==> config.mk <==
export PLATFORM = sky130hd
export DESIGN_NAME = cpu_address_mode_logic
export DESIGN_NICKNAME = d
export VERILOG_FILES = /design/src/design/addr_mode_pkg.sv /design/src/design/cpu_address_mode_logic.sv
export SDC_FILE = /design/constraint.sdc
export NUM_CORES = 1
export LEC_CHECK = 0
export ABC_AREA = 0
export BUFFER_PORTS_ARGS = -buffer_cell sky130_fd_sc_hd__buf_2
export CAP_MARGIN = 10
export CORE_MARGIN = 3
export CORE_UTILIZATION = 40
export CTS_BUF_LIST = sky130_fd_sc_hd__clkbuf_8
export CTS_CLUSTER_SIZE = 14
export DETAILED_ROUTE_END_ITERATION = 16
export HOLD_SLACK_MARGIN = 0.03
export PLACE_DENSITY = 0.82
export SYNTH_ARGS = -nofsm -noshare
export SYNTH_HDL_FRONTEND = slang
export SYNTH_SLANG_ARGS = --single-unit
==> constraint.sdc <==
create_clock -name clk_in -period 1.8 [get_ports clk_in]
set_clock_uncertainty 0.05 [all_clocks]
set_input_delay 0.27 -clock clk_in [delete_from_list [all_inputs] [get_ports clk_in]]
set_output_delay 0.27 -clock clk_in [all_outputs]
set_load 0.05 [all_outputs]
==> src/design/addr_mode_pkg.sv <==
// address-mode unit constants, types and layouts
// assumes one 250 MHz core clock; a state is one clock cycle
// Functional notes
// - addressing mode comes from the mode-select pins, never from software.
// - this product supports advanced addressing only; normal mode is unavailable.
// - normal mode gives linear access to at most 64 kbytes.
// - normal mode keeps every instruction; only the low 16 effective-address bits count.
// - advanced mode gives linear access to at most 16 Mbytes.
// - normal vector table starts at zero, one 16-bit branch address per entry.
// - advanced vector table starts at zero, 32-bit entries, low 24 bits are target.
// - normal memory-indirect branch reads a 16-bit word between 0x0000 and 0x00FF.
// - advanced memory-indirect branch reads a longword 0x00-0xFF, top byte taken as zero.
// - call pushes program counter; exception pushes counter, flags and extended control.
// - in interrupt control mode 0 exceptions do not push extended control.
// - normal mode: pre-decrement/post-increment carry or borrow also updates upper half.
// - advanced mode: upper half is its own 16-bit register or top of 32 bits; the unit always carries into it.
// - register add and subtract at 8, 16 or 32 bits take one state.
// - unsigned multiply 3 or 4 states, signed multiply 4 or 5 states.
// - divide takes 12 states for 16/8 and 20 states for 32/16.
// - the sleep instruction puts the core into power-down.
// - program counter is 24 bits; its lowest bit reads as zero on fetch.
// ============================================================
// constants
// ============================================================
package addr_mode_pkg;
   // mode pin code that would ask for normal mode
   localparam logic [2:0]  MODE_PINS_NORMAL = 3'h1;
   localparam logic        NORMAL_AVAILABLE = 1'h0;
   localparam logic        ADV_MODE_RESET   = 1'h1;
   localparam logic [31:0] NORMAL_EA_MASK   = 32'h0000FFFF;
   localparam logic [31:0] ADV_EA_MASK      = 32'h00FFFFFF;
   localparam logic [31:0] VEC_BASE_NORMAL  = 32'h00000000;
   localparam logic [31:0] VEC_BASE_ADV     = 32'h00000000;
   localparam logic [31:0] IND_BASE         = 32'h00000000;
   localparam logic [31:0] IND_LIMIT        = 32'h000000FF;
   localparam logic [23:0] PC_ALIGN_MASK    = 24'hFFFFFE;
   // execution states per operation
   localparam logic [4:0]  ADD_STATES       = 5'h01;
   localparam logic [4:0]  MULU_B_STATES    = 5'h03;
   localparam logic [4:0]  MULU_W_STATES    = 5'h04;
   localparam logic [4:0]  MULS_B_STATES    = 5'h04;
   localparam logic [4:0]  MULS_W_STATES    = 5'h05;
   localparam logic [4:0]  DIV_B_STATES     = 5'h0C;
   localparam logic [4:0]  DIV_W_STATES     = 5'h14;
   // push mask bit positions
   localparam int          PUSH_PC_BIT      = 0;
   localparam int          PUSH_FLAGS_BIT   = 1;
   localparam int          PUSH_EXT_BIT     = 2;
   localparam logic [2:0]  PUSH_NONE        = 3'h0;

   typedef enum logic [2:0] {
      OP_ADD,
      OP_MULU_B,
      OP_MULU_W,
      OP_MULS_B,
      OP_MULS_W,
      OP_DIV_B,
      OP_DIV_W
   } op_kind_t;

   typedef enum logic {
      MS_IDLE,
      MS_READ
   } mem_state_t;
endpackage : addr_mode_pkg

==> src/design/cpu_address_mode_logic.sv <==
// address-mode unit of the core: mode capture, address truncation,
// vector and memory-indirect fetch, stack push selection, op timing
// assumes a memory that answers a read with a one-cycle ack, any latency
`timescale 1ns/1ps
`default_nettype none
module cpu_address_mode_logic
(
   input  wire logic        clk_in,
   input  wire logic        rst_n_in,
   input  wire logic [2:0]  mode_pins_in,
   output logic             adv_mode_out,
   output logic             mode_fault_out,
   input  wire logic        ea_valid_in,
   input  wire logic [31:0] ea_in,
   output logic [31:0]      ea_phys_out,
   input  wire logic [23:0] pc_in,
   output logic [23:0]      fetch_addr_out,
   input  wire logic        vec_req_in,
   input  wire logic [7:0]  vec_num_in,
   input  wire logic        ind_req_in,
   input  wire logic [7:0]  ind_abs_in,
   output logic             fetch_ready_out,
   output logic             mem_rd_out,
   output logic [31:0]      mem_addr_out,
   output logic             mem_long_out,
   input  wire logic        mem_ack_in,
   input  wire logic [31:0] mem_rdata_in,
   output logic             target_valid_out,
   output logic [31:0]      target_out,
   input  wire logic        push_req_in,
   input  wire logic        push_exc_in,
   input  wire logic        int_mode0_in,
   output logic [2:0]       push_items_out,
   input  wire logic        incdec_in,
   input  wire logic        dec_in,
   input  wire logic [2:0]  step_in,
   input  wire logic [15:0] upper_in,
   input  wire logic [15:0] lower_in,
   output logic [15:0]      upper_out,
   output logic [15:0]      lower_out,
   input  wire logic        op_start_in,
   input  wire logic [2:0]  op_kind_in,
   output logic             op_busy_out,
   output logic             op_done_out,
   input  wire logic        sleep_in,
   input  wire logic        wake_in,
   output logic             power_down_out
);

   // ============================================================
   // mode capture
   // ============================================================
   logic        adv_mode_q;
   logic        adv_mode_d;
   logic        mode_fault_q;
   logic        mode_taken_q;
   logic [31:0] ea_mask;

   // pins are caught on the first edge after release, never under reset
   assign adv_mode_d = !((mode_pins_in == addr_mode_pkg::MODE_PINS_NORMAL) &&
                         addr_mode_pkg::NORMAL_AVAILABLE);
   always_ff @(posedge clk_in or negedge rst_n_in)
   begin
      if (!rst_n_in)
      begin
         adv_mode_q   <= addr_mode_pkg::ADV_MODE_RESET;
         mode_fault_q <= 1'h0;
         mode_taken_q <= 1'h0;
      end
      else if (!mode_taken_q)
      begin
         adv_mode_q   <= adv_mode_d;
         mode_fault_q <= (mode_pins_in == addr_mode_pkg::MODE_PINS_NORMAL) &&
                         !addr_mode_pkg::NORMAL_AVAILABLE;
         mode_taken_q <= 1'h1;
      end
   end
   assign adv_mode_out   = adv_mode_q;
   assign mode_fault_out = mode_fault_q;
   // the mode latches once; a pin change later has no effect until reset
   assign ea_mask = adv_mode_q ? addr_mode_pkg::ADV_EA_MASK : addr_mode_pkg::NORMAL_EA_MASK;

   // ============================================================
   // effective address and fetch address
   // ============================================================
   logic [31:0] ea_phys_q;
   logic [23:0] fetch_addr_q;

   // unused upper bits go out as zero rather than as stale high bits
   always_ff @(posedge clk_in or negedge rst_n_in)
   begin
      if (!rst_n_in)
         ea_phys_q <= 32'h00000000;
      else if (ea_valid_in)
         ea_phys_q <= ea_in & ea_mask;
   end
   assign ea_phys_out = ea_phys_q;

   // instructions are word-sized, so the lowest counter bit is ignored
   always_ff @(posedge clk_in or negedge rst_n_in)
   begin
      if (!rst_n_in)
         fetch_addr_q <= 24'h000000;
      else
         fetch_addr_q <= pc_in & addr_mode_pkg::PC_ALIGN_MASK;
   end
   assign fetch_addr_out = fetch_addr_q;

   // ============================================================
   // vector and memory-indirect fetch
   // ============================================================
   addr_mode_pkg::mem_state_t ms_q;
   logic        power_down_q;
   logic        mem_long_q;
   logic [31:0] mem_addr_q;
   logic [31:0] target_q;
   logic        target_valid_q;
   logic        fetch_take;
   logic [31:0] vec_addr;
   logic [31:0] ind_addr;

   assign fetch_ready_out = (ms_q == addr_mode_pkg::MS_IDLE) && !power_down_q;
   assign fetch_take      = fetch_ready_out && (vec_req_in || ind_req_in);
   // entries are 2 bytes in normal mode and 4 in advanced mode
   assign vec_addr = adv_mode_q ? addr_mode_pkg::VEC_BASE_ADV + 32'({vec_num_in, 2'h0})
                                : addr_mode_pkg::VEC_BASE_NORMAL + 32'({vec_num_in, 1'h0});
   // the 8-bit field bounds the operand to the first 256 bytes
   assign ind_addr = addr_mode_pkg::IND_BASE + 32'(ind_abs_in);

   // vectors win over indirect branches when both ask at once
   always_ff @(posedge clk_in or negedge rst_n_in)
   begin
      if (!rst_n_in)
      begin
         ms_q       <= addr_mode_pkg::MS_IDLE;
         mem_addr_q <= 32'h00000000;
         mem_long_q <= 1'h0;
      end
      else
      begin
         unique case (ms_q)
            addr_mode_pkg::MS_IDLE:
            begin
               if (fetch_take)
               begin
                  mem_addr_q <= vec_req_in ? vec_addr : ind_addr;
                  mem_long_q <= adv_mode_q;
                  ms_q       <= addr_mode_pkg::MS_READ;
               end
            end
            addr_mode_pkg::MS_READ:
            begin
               if (mem_ack_in)
                  ms_q <= addr_mode_pkg::MS_IDLE;
            end
         endcase
      end
   end
   assign mem_rd_out   = (ms_q == addr_mode_pkg::MS_READ);
   assign mem_addr_out = mem_addr_q;
   assign mem_long_out = mem_long_q;

   // the reserved top byte is dropped, never trusted from memory
   always_ff @(posedge clk_in or negedge rst_n_in)
   begin
      if (!rst_n_in)
      begin
         target_q       <= 32'h00000000;
         target_valid_q <= 1'h0;
      end
      else
      begin
         target_valid_q <= mem_rd_out && mem_ack_in;
         if (mem_rd_out && mem_ack_in)
            target_q <= mem_rdata_in & ea_mask;
      end
   end
   assign target_valid_out = target_valid_q;
   assign target_out       = target_q;

   // ============================================================
   // stack push selection
   // ============================================================
   logic [2:0] push_items_q;

   // one-cycle mask naming what the stack sequencer must push
   always_ff @(posedge clk_in or negedge rst_n_in)
   begin
      if (!rst_n_in)
         push_items_q <= addr_mode_pkg::PUSH_NONE;
      else
      begin
         push_items_q <= addr_mode_pkg::PUSH_NONE;
         if (push_req_in)
         begin
            push_items_q[addr_mode_pkg::PUSH_PC_BIT]    <= 1'h1;
            push_items_q[addr_mode_pkg::PUSH_FLAGS_BIT] <= push_exc_in;
            push_items_q[addr_mode_pkg::PUSH_EXT_BIT]   <= push_exc_in && !int_mode0_in;
         end
      end
   end
   assign push_items_out = push_items_q;

   // ============================================================
   // upper/lower half update for post-increment and pre-decrement
   // ============================================================
   logic [31:0] pair_sum;
   logic [15:0] upper_q;
   logic [15:0] lower_q;

   // carry always ripples into the upper half, whatever it held
   assign pair_sum = dec_in ? {upper_in, lower_in} - 32'(step_in)
                            : {upper_in, lower_in} + 32'(step_in);
   always_ff @(posedge clk_in or negedge rst_n_in)
   begin
      if (!rst_n_in)
      begin
         upper_q <= 16'h0000;
         lower_q <= 16'h0000;
      end
      else if (incdec_in)
      begin
         upper_q <= pair_sum[31:16];
         lower_q <= pair_sum[15:0];
      end
   end
   assign upper_out = upper_q;
   assign lower_out = lower_q;

   // ============================================================
   // arithmetic timing
   // ============================================================
   logic [4:0] op_cnt_q;
   logic [4:0] op_states;
   logic       op_take;

   always_comb
   begin
      unique case (op_kind_in)
         addr_mode_pkg::OP_ADD:    op_states = addr_mode_pkg::ADD_STATES;
         addr_mode_pkg::OP_MULU_B: op_states = addr_mode_pkg::MULU_B_STATES;
         addr_mode_pkg::OP_MULU_W: op_states = addr_mode_pkg::MULU_W_STATES;
         addr_mode_pkg::OP_MULS_B: op_states = addr_mode_pkg::MULS_B_STATES;
         addr_mode_pkg::OP_MULS_W: op_states = addr_mode_pkg::MULS_W_STATES;
         addr_mode_pkg::OP_DIV_B:  op_states = addr_mode_pkg::DIV_B_STATES;
         addr_mode_pkg::OP_DIV_W:  op_states = addr_mode_pkg::DIV_W_STATES;
         default:                  op_states = addr_mode_pkg::ADD_STATES;
      endcase
   end

   // a start while busy or asleep is ignored, not queued
   assign op_take = op_start_in && (op_cnt_q == 5'h00) && !power_down_q;
   always_ff @(posedge clk_in or negedge rst_n_in)
   begin
      if (!rst_n_in)
         op_cnt_q <= 5'h00;
      else if (op_take)
         op_cnt_q <= op_states;
      else if (op_cnt_q != 5'h00)
         op_cnt_q <= op_cnt_q - 5'h01;
   end
   assign op_busy_out = (op_cnt_q != 5'h00);
   assign op_done_out = (op_cnt_q == 5'h01);

   // ============================================================
   // power-down
   // ============================================================
   // sleep holds off new fetches and ops; wake alone brings the core back
   always_ff @(posedge clk_in or negedge rst_n_in)
   begin
      if (!rst_n_in)
         power_down_q <= 1'h0;
      else if (sleep_in)
         power_down_q <= 1'h1;
      else if (wake_in)
         power_down_q <= 1'h0;
   end
   assign power_down_out = power_down_q;

   // $past has no history on the first edge out of a reset, so checks on it wait one edge
   logic past_ok_q;
   always_ff @(posedge clk_in or negedge rst_n_in)
   begin
      if (!rst_n_in)
         past_ok_q <= 1'h0;
      else
         past_ok_q <= 1'h1;
   end
endmodule : cpu_address_mode_logic
`default_nettype wire

==> results of run 1 <==
cell type report:
type	instances	area, µm²	share of cell area, %
Antenna cell	6	15.01	0.1343
Clock buffer	17	234.0	2.093
Clock inverter	15	173.9	1.556
Inverter	24	112.6	1.007
Multi-Input combinational cell	458	3826	34.22
Sequential cell	127	3181	28.45
Tap cell	220	275.3	2.462
Timing Repair Buffer	491	3362	30.07
power breakdown:
group          internal (µW)  switching [µW]  leakage (µW)
Clock                   1280            1310      0.000212
Combinational           1970            3610       0.00373
Sequential              3410             364       0.00150
Total                   6660            5280       0.00544
worst max path at each step:
stage / start / end / slack, ns / cells after the start
after detailed placement: step_in[1] / upper_out[13] / -1.32 / 14
after global placement: step_in[1] / upper_out[3] / -1.27 / 15
after CTS: step_in[1] / upper_out[15] / -0.66 / 15
final: step_in[1] / upper_out[10] / -0.82 / 15
after global routing: step_in[1] / upper_out[10] / -0.88 / 15
after floorplan: step_in[1] / upper_out[2] / -0.94 / 12
kinds of logic after synthesis:
kind of cell    count (synthesis)  synth area share (%)
compound gates                143                 13.59
simple gates                  139                 10.25
flops                         127                 46.64
buf+inv                        85                 7.308
mux                            72                 11.75
fa+ha+maj                      39                 7.271
xor+xnor                       24                 3.085
other cells                     2                0.1102
cell usage after synthesis, drive strengths merged (2+ instances only):
cell	instances
a211oi	6
a21boi	2
a21o	15
a21oi	41
a221oi	2
a311oi	5
a31oi	7
a32o	2
and2	2
and2b	2
and3	7
buf	45
clkbuf	16
conb	2
dfrtp	127
ha	38
inv	23
mux2	64
mux2i	8
nand2	48
nand2b	11
nand3	4
nand4	11
nor2	26
nor2b	6
nor3	13
nor4b	2
o2111ai	2
o211ai	6
o21a	4
o21ai	36
o21bai	3
o22ai	3
o31ai	6
or2	2
or3	2
xnor2	19
xor2	5
critical path, delay by kind of cell:
family / cells / cell delay (ns)
buffers and inverters: 4 / 0.43
adder cells (fa/ha/maj): 3 / 0.48
AO/OA/AOI/OAI: 4 / 0.92
XOR/XNOR: 1 / 0.12
multiplexers: 1 / 0.27
AND/OR/NAND/NOR: 2 / 0.38
stage by stage:
step           cell area (µm²)  utilization [%]  total power (µW)
2_1_floorplan             7148                -              7172
3_3_place_gp              9299            55.88              8541
3_5_place_dp              9299            55.88              8664
4_1_cts                  10920            65.60             11660
5_1_grt                  11180            67.18             12510
6_report                 11180            67.18             11950
per-layer routing:
layer | wire length, µm | global-route usage (%) | vias up
met3 | 1712 | 5.735 | 64
met5 | 0 | 0 | -
met1 | 8702 | 25.80 | 3341
met4 | 977 | 11.59 | 0
met2 | 12880 | 44.09 | 346
li1 | - | - | 3156
timing repair:
| action | in CTS | in global routing |
|---|---|---|
| endpoints found under the hold margin | 148 | 0 |
| endpoints found under the setup margin | 30 | 31 |
| hold buffers | 82 | 0 |
| setup buffers | 15 | 9 |
| cloned | 0 | 0 |
| pin swaps | 33 | 18 |
| gates resized for setup | 67 | 39 |
sequential cells by signal (all words and copies together), names as in the netlist:
name / cells
push_items_out: 3
fetch_addr_out: 23
mode_taken_q: 1
op_cnt_q: 5
target_valid_out: 1
power_down_out: 1
ea_phys_out: 24
target_out: 24
mode_fault_out: 1
lower_out: 16
upper_out: 16
mem_addr_out: 10
mem_long_out: 1
mem_rd_out: 1
==> results.json, run 1 <==
{
  "post_route_cells_drive_above_1_share_pct": 52.74,
  "worstHoldPathCells": 4,
  "critPathMaxFanout": 8,
  "drt-wirelength-per-cell_um": 17.87,
  "post-route-worst-setup-slack_ns": -0.8176,
  "numCtsBuffers": 17,
  "worst_hold_startpoint": "mode_pins_in[2]",
  "htree_num_levels": 4,
  "run_status": "finished, violations left",
  "mappedNetlistArea_mm2": 0.006814,
  "port_buffers": 265,
  "global_route_wire_length_before_repair_mm": 34.76,
  "timing.final.max_slew_violations": 0,
  "detail_route.vias_per_cell": 5.086,
  "finalHoldViolations": 0,
  "crit_arrival_ns": 2.88,
  "clkLatencyLatePin_ns": 0.43,
  "synth-async-reset-ratio_pct": 100.0,
  "slew-limit-headroom_pct": 63.35,
  "worstHoldPathType": "primary input to flop",
  "hpwlAfterDp_mm": 16.22,
  "die_height_um": 136.5,
  "layout.cells.most_common": "sky130_fd_sc_hd__buf_2",
  "routability_congestion": 0.8920,
  "setup_tns_ns": -14.75,
  "cts_root_buf": "sky130_fd_sc_hd__clkbuf_8",
  "synth_enable_flop_cells": 0,
  "floorplan.rows": 47,
  "setup_slack_placement_ns": -1.321,
  "rr_endpoint": "op_cnt_q[0]",
  "mostFrequentLayoutCells": "sky130_fd_sc_hd__buf_2, sky130_fd_sc_hd__buf_4, sky130_fd_sc_hd__dfrtp_1, sky130_fd_sc_hd__dlygate4sd3_1, sky130_fd_sc_hd__mux2_2",
  "crit_path_top_delay_cell": "sky130_fd_sc_hd__a211oi_2",
  "worst_r2r_path_depth": 6,
  "area_delta_synth_final_pct": 64.07,
  "postSynthAreaPerCell_um2": 10.80,
  "reg2reg_slack_ns": 0.17,
  "peakVddDrop_mv": 0.5893,
  "number_of_buffers_on_the_longest_clock_path": 2,
  "dp.cells": 1215,
  "min_to": "mode_fault_out",
  "worstSetupStartpointType": "primary input",
  "synth.lib_cells_used.distinct": 61,
  "count_of_placed_standard_cells_in_the_final_layout_fillers_left_out": 1358,
  "clock_tree_sinks": 127,
  "first_global_vias": 6995,
  "crit-reg2reg-launch": "op_cnt_q[4]",
  "p_per_area_mw_per_mm2": 1069,
  "finalSetupViolCount": 27,
  "final_min_period_over_clock_period_pct": 145.4,
  "grt_usage_pct": 24.04,
  "maxCapViolCount": 0,
  "drt_pass1_iterations": 6,
  "routed_wl_mm": 24.27,
  "synth.ff_latch_count": 127,
  "worst_ep_required_time_ns": 2.07,
  "finish.net_count": 1317,
  "num_io_pins": 323,
  "grt_max_degree": 49,
  "detailedRoute.firstIterationViolations": 386,
  "tritoncts_clock_tree": "yes",
  "grt_overflow": 0,
  "clock_edge_transition_at_the_registers_on_the_reported_setup_and_hold_paths_ns": 0.08,
  "drc": 0,
  "synth_largest_area_cell": "sky130_fd_sc_hd__dfrtp_1",
  "fin_crit_ns": 2.618,
  "timing_worst_setup_path_type": "primary input to flop",
  "fp.dieW_um": 136.5,
  "worst_path_largest_cell_delay_ns": 0.37,
  "core-area_mm2": 0.01664,
  "worstSetupEndpointType": "flop",
  "fill_cells": 1136,
  "hold_slack_ns": 0.07815,
  "synth.yosys.warnings": 0,
  "via_count": 6907,
  "critical_path.cell_chain": "buf_12 > inv_12 > ha_4 > ha_4 > or2_4 > buf_6 > ha_2 > a21o_1 > buf_4 > a21o_1 > a21oi_2 > nor2_1 > a211oi_2 > xnor2_1 > mux2_4",
  "initial_utilization_pct": 40.94,
  "antenna_left": 0,
  "synthDominantCellAreaShare_pct": 46.64,
  "postSynth.topFlopCell": "sky130_fd_sc_hd__dfrtp_1",
  "worstMarginPinSlew_ns": 0.5497,
  "synth_cells": 631,
  "grt_antenna_before_repair": 6,
  "rsz_0062_raised_after_global_routing": "yes",
  "fmax_mhz": 382.0,
  "failing_checks": "setup timing",
  "synth_top_cells_by_area": "sky130_fd_sc_hd__dfrtp_1, sky130_fd_sc_hd__mux2_2, sky130_fd_sc_hd__ha_1, sky130_fd_sc_hd__buf_4, sky130_fd_sc_hd__a21oi_1",
  "seq_area_frac_synth_pct": 46.64,
  "power.leakage_uw": 0.005442,
  "die-area_mm2": 0.01864
}
No activity file was read; power rests on OpenSTA's default activity.
==> run 2: changes to the inputs <==
--- a/config.mk
+++ b/config.mk
@@ -6,7 +6,7 @@
 export NUM_CORES = 1
 export LEC_CHECK = 0
 export ABC_AREA = 0
-export BUFFER_PORTS_ARGS = -buffer_cell sky130_fd_sc_hd__buf_2
+export BUFFER_PORTS_ARGS = -buffer_cell sky130_fd_sc_hd__buf_4
 export CAP_MARGIN = 10
 export CORE_MARGIN = 3
 export CORE_UTILIZATION = 40
==> results.json, run 2 (same netlist as run 1, synthesis figures left out) <==
{
  "run_status": "finished, violations left",
  "failing_checks": "setup timing",
  "power.leakage_uw": 0.005682,
  "fin_crit_ns": 2.549,
  "initial_utilization_pct": 40.94,
  "clkLatencyLatePin_ns": 0.44,
  "grt_antenna_before_repair": 1,
  "detail_route.vias_per_cell": 5.239,
  "peakVddDrop_mv": 0.5675,
  "finalSetupViolCount": 27,
  "grt_overflow": 0,
  "cts_root_buf": "sky130_fd_sc_hd__clkbuf_8",
  "layout.cells.most_common": "sky130_fd_sc_hd__buf_4",
  "rsz_0062_raised_after_global_routing": "yes",
  "drt-wirelength-per-cell_um": 19.09,
  "critical_path.cell_chain": "buf_12 > inv_12 > ha_4 > ha_4 > or2_4 > ha_4 > a211oi_2 > o22ai_1 > buf_4 > o31ai_4 > a211oi_2 > a211oi_2 > xnor2_1 > mux2_4",
  "routability_congestion": 0.8862,
  "via_count": 7046,
  "final_core_utilization_pct": 71.41,
  "num_io_pins": 323,
  "numCtsBuffers": 17,
  "final_min_period_over_clock_period_pct": 141.6,
  "clock_tree_sinks": 127,
  "drt_pass1_iterations": 5,
  "die-area_mm2": 0.01864,
  "hpwlAfterDp_mm": 16.42,
  "finish.net_count": 1308,
  "maxCapViolCount": 0,
  "hold_slack_ns": 0.06139,
  "drc": 0,
  "die_height_um": 136.5,
  "met2_routed_length_mm": 13.42,
  "tritoncts_clock_tree": "yes",
  "core-area_mm2": 0.01664,
  "path_delay_family": "compound AO/OA/AOI/OAI gates",
  "timing.final.max_slew_violations": 0,
  "antenna_left": 0,
  "crit_arrival_ns": 2.83,
  "worst_ep_required_time_ns": 2.08,
  "area_delta_synth_final_pct": 74.40,
  "top_layer": "met4",
  "fill_cells": 1052,
  "grt_usage_pct": 25.73,
  "worstHoldPathType": "primary input to flop",
  "wl_met3_mm": 1.989,
  "worst_path_largest_cell_delay_ns": 0.32,
  "path_buf_inv": 3,
  "worstSetupStartpointType": "primary input",
  "post-route-worst-setup-slack_ns": -0.7486,
  "number_of_buffers_on_the_longest_clock_path": 2,
  "met1_wirelength_mm": 9.057,
  "finalHoldViolations": 0,
  "fmax_mhz": 392.4,
  "mostFrequentLayoutCells": "sky130_fd_sc_hd__buf_4, sky130_fd_sc_hd__dfrtp_1, sky130_fd_sc_hd__dlygate4sd3_1, sky130_fd_sc_hd__mux2_2, sky130_fd_sc_hd__nand2_1",
  "crit_path_top_delay_cell": "sky130_fd_sc_hd__a211oi_2",
  "fp.dieW_um": 136.5,
  "htree_num_levels": 4,
  "worstSetupEndpointType": "flop",
  "port_buffers": 265,
  "critPathMaxFanout": 5,
  "p_per_area_mw_per_mm2": 1047,
  "routed_wl_mm": 25.68,
  "detailedRoute.firstIterationViolations": 405,
  "floorplan.rows": 47,
  "clock_edge_transition_at_the_registers_on_the_reported_setup_and_hold_paths_ns": 0.09,
  "global_route_wire_length_before_repair_mm": 37.23,
  "first_global_vias": 7170,
  "post_route_cells_drive_above_1_share_pct": 53.61,
  "timing_worst_setup_path_type": "primary input to flop",
  "grt_max_degree": 40
}
## run 2: what timing repair did
item | in CTS | in global routing
cloned | 1 | 0
hold endpoints to repair | 104 | 1
gates resized for setup | 70 | 51
hold buffers | 81 | 1
endpoints found under the setup margin | 29 | 31
pin swaps | 43 | 44
setup buffers | 8 | 16
## run 2: area by class of cell
| cell class | instances | area [µm²] | share of cell area, % |
|---|---|---|---|
| Sequential cell | 127 | 3181 | 26.76 |
| Inverter | 24 | 112.6 | 0.9476 |
| Multi-Input combinational cell | 459 | 3944 | 33.19 |
| Timing Repair Buffer | 481 | 3948 | 33.22 |
| Clock buffer | 18 | 247.7 | 2.085 |
| Tap cell | 220 | 275.3 | 2.316 |
| Antenna cell | 2 | 5.005 | 0.04211 |
| Clock inverter | 14 | 171.4 | 1.442 |
## run 2: power by group
part | switching, µW | leakage [µW] | internal [µW] | total [µW]
sequential | 374 | 0.00150 | 3410 | 3790
clock | 1340 | 0.000216 | 1330 | 2660
combinational | 3650 | 0.00397 | 2340 | 5990
total | 5360 | 0.00568 | 7080 | 12400
## run 2: metal layers
layer  GRT usage (%)  vias up
li1                -     3126
met3           6.360       87
met1           28.03     3460
met2           46.08      373
met5               0        -
met4           13.38        0
## run 2: path summary, 6_finish.rpt
check / from / end / slack [ns] / cells past startpoint
max in group asynchronous: rst_n_in / target_out[0] / 0.91 / 3
min reg2reg: mode_taken_q / mode_fault_out / 0.42 / 1
min: wake_in / power_down_out / 0.06 / 3
max reg2reg: power_down_out / mem_addr_out[1] / 0.19 / 4
max: step_in[1] / upper_out[10] / -0.75 / 14
min in group asynchronous: rst_n_in / fetch_addr_out[11] / 0.25 / 2
## run 2: per-stage QoR
stage	power, µW	setup slack [ns]	area (µm²)	cells	setup TNS (ns)
after floorplan	7172	-0.9367	7148	670	-17.52
after global placement	8955	-1.195	9920	1208	-27.16
after detailed placement	9049	-1.247	9920	1208	-28.60
after CTS	12150	-0.6976	11520	1328	-12.49
after global routing	12990	-0.8295	11880	1344	-15.81
final	12440	-0.7486	11880	1345	-14.74
## run 2: tightest hold or removal path: stages
cell                     delay [ns]
sky130_fd_sc_hd__buf_4         0.11
sky130_fd_sc_hd__inv_1         0.04
sky130_fd_sc_hd__a21o_1        0.10
==> run 3: changes to the inputs <==
--- a/config.mk
+++ b/config.mk
@@ -15,6 +15,7 @@
 export DETAILED_ROUTE_END_ITERATION = 16
 export HOLD_SLACK_MARGIN = 0.03
 export PLACE_DENSITY = 0.82
+export SKIP_CTS_REPAIR_TIMING = 1
 export SYNTH_ARGS = -nofsm -noshare
 export SYNTH_HDL_FRONTEND = slang
 export SYNTH_SLANG_ARGS = --single-unit
==> results.json, run 3 (same netlist as run 1, synthesis figures left out) <==
{
  "layout.cells.most_common": "sky130_fd_sc_hd__buf_4",
  "worstHoldPathType": "primary input to flop",
  "timing_worst_setup_path_type": "primary input to flop",
  "failing_checks": "setup timing",
  "met2_routed_length_mm": 13.63,
  "worstMarginPinSlew_ns": 0.4915,
  "fp.dieW_um": 136.5,
  "maxCapViolCount": 0,
  "dp.cells": 1208,
  "tritoncts_clock_tree": "yes",
  "routed_wl_mm": 25.69,
  "mostFrequentLayoutCells": "sky130_fd_sc_hd__buf_4, sky130_fd_sc_hd__dfrtp_1, sky130_fd_sc_hd__dlygate4sd3_1, sky130_fd_sc_hd__mux2_2, sky130_fd_sc_hd__nand2_1",
  "clkLatencyLatePin_ns": 0.43,
  "port_buffers": 265,
  "top_layer": "met4",
  "run_status": "finished, violations left",
  "peakVddDrop_mv": 0.6159,
  "final_cell_area_mm2": 0.01171,
  "die-area_mm2": 0.01864,
  "worstSetupStartpointType": "primary input",
  "cts_root_buf": "sky130_fd_sc_hd__clkbuf_8",
  "hpwlAfterDp_mm": 16.42,
  "wl_met3_mm": 1.771,
  "drc": 0,
  "worst_hold_startpoint": "mem_rdata_in[1]",
  "p_per_area_mw_per_mm2": 1058,
  "first_global_vias": 6235,
  "power.leakage_uw": 0.005605,
  "final_min_period_over_clock_period_pct": 151.9,
  "worstSetupEndpointType": "flop",
  "number_of_buffers_on_the_longest_clock_path": 2,
  "floorplan.rows": 47,
  "post_dp_cell_area_mm2": 0.009920,
  "drt-wirelength-per-cell_um": 19.30,
  "via_count": 6938,
  "detail_route.vias_per_cell": 5.213,
  "post_route_cells_drive_above_1_share_pct": 52.70,
  "core-area_mm2": 0.01664,
  "grt_antenna_before_repair": 1,
  "routability_congestion": 0.8862,
  "global_route_wire_length_before_repair_mm": 31.07,
  "post-route-worst-setup-slack_ns": -0.9350,
  "num_io_pins": 323,
  "grt_max_degree": 40,
  "area_delta_synth_final_pct": 71.85,
  "clock_tree_sinks": 127,
  "initial_utilization_pct": 40.94,
  "detailedRoute.firstIterationViolations": 340,
  "numCtsBuffers": 17,
  "htree_num_levels": 4,
  "grt_overflow": 0,
  "fin_crit_ns": 2.735,
  "worstSetupStartpoint": "step_in[0]",
  "rsz_0062_raised_after_global_routing": "yes",
  "count_of_placed_standard_cells_in_the_final_layout_fillers_left_out": 1331,
  "drt_pass1_iterations": 5,
  "grt_usage_pct": 21.42,
  "critPathMaxFanout": 5,
  "hold_slack_ns": 0.05343,
  "finalSetupViolCount": 27,
  "crit_arrival_ns": 3.02,
  "timing.final.max_slew_violations": 0,
  "slew-limit-headroom_pct": 66.89,
  "crit-reg2reg-launch": "power_down_out",
  "die_height_um": 136.5,
  "finalHoldViolations": 0,
  "finish.net_count": 1295,
  "final_core_utilization_pct": 70.36,
  "worst_ep_required_time_ns": 2.08,
  "clock_edge_transition_at_the_registers_on_the_reported_setup_and_hold_paths_ns": 0.09,
  "met1_wirelength_mm": 9.241,
  "antenna_left": 0,
  "fmax_mhz": 365.6
}
-- run 3: cell count changes in the layout (fill, tap and decap cells not counted), sizes merged --
cell | previous run | this run
buf | 399 | 390
dlygate4sd3 | 82 | 78
diode | 2 | 1
-- run 3: area by class of cell --
type / instances / area, µm²
Antenna cell: 1 / 2.502
Clock buffer: 18 / 247.7
Clock inverter: 14 / 171.4
Fill cell: 1101 / 4932
Inverter: 24 / 110.1
Multi-Input combinational cell: 459 / 3886
Sequential cell: 127 / 3181
Tap cell: 220 / 275.3
Timing Repair Buffer: 468 / 3836
-- run 3: final timing paths --
kind | to | slack [ns] | cells past startpoint
worst max-delay path | upper_out[3] | -0.94 | 16
worst max register to register | mem_addr_out[6] | 0.21 | 4
worst min register to register | mode_fault_out | 0.42 | 1
worst min-delay path | target_out[1] | 0.05 | 2
min in group asynchronous | fetch_addr_out[1] | 0.25 | 2
max in group asynchronous | upper_out[7] | 0.90 | 3
-- run 3: per-stage QoR --
stage / total power [µW] / TNS (ns) / setup slack, ns
after CTS: 11730 / -14.89 / -0.7663
after global routing: 12920 / -18.22 / -0.9894
after floorplan: 7172 / -17.52 / -0.9367
after global placement: 8955 / -27.16 / -1.195
after detailed placement: 9049 / -28.60 / -1.247
final: 12390 / -16.51 / -0.9350
-- run 3: layer usage --
metal,track usage [%],vias to the layer above
met1,24.87,3408
met3,5.221,71
li1,-,3113
met4,9.798,0
met2,37.27,346
met5,0,-
-- run 3: critical path, stage by stage --
cell	delay, ns
sky130_fd_sc_hd__buf_8	0.09
sky130_fd_sc_hd__inv_8	0.03
sky130_fd_sc_hd__ha_4	0.15
sky130_fd_sc_hd__ha_4	0.15
sky130_fd_sc_hd__buf_4	0.12
sky130_fd_sc_hd__or2_4	0.28
sky130_fd_sc_hd__ha_1	0.33
sky130_fd_sc_hd__buf_4	0.13
sky130_fd_sc_hd__nand4_1	0.19
sky130_fd_sc_hd__nor2_2	0.22
sky130_fd_sc_hd__a31oi_4	0.08
sky130_fd_sc_hd__buf_4	0.17
sky130_fd_sc_hd__a211oi_4	0.31
sky130_fd_sc_hd__nor2_2	0.10
sky130_fd_sc_hd__xnor2_1	0.14
sky130_fd_sc_hd__mux2_2	0.26
-- run 3: power breakdown --
group	internal (µW)	switching, µW
clock network	1330	1350
logic	2290	3630
registers	3410	391
total	7030	5370
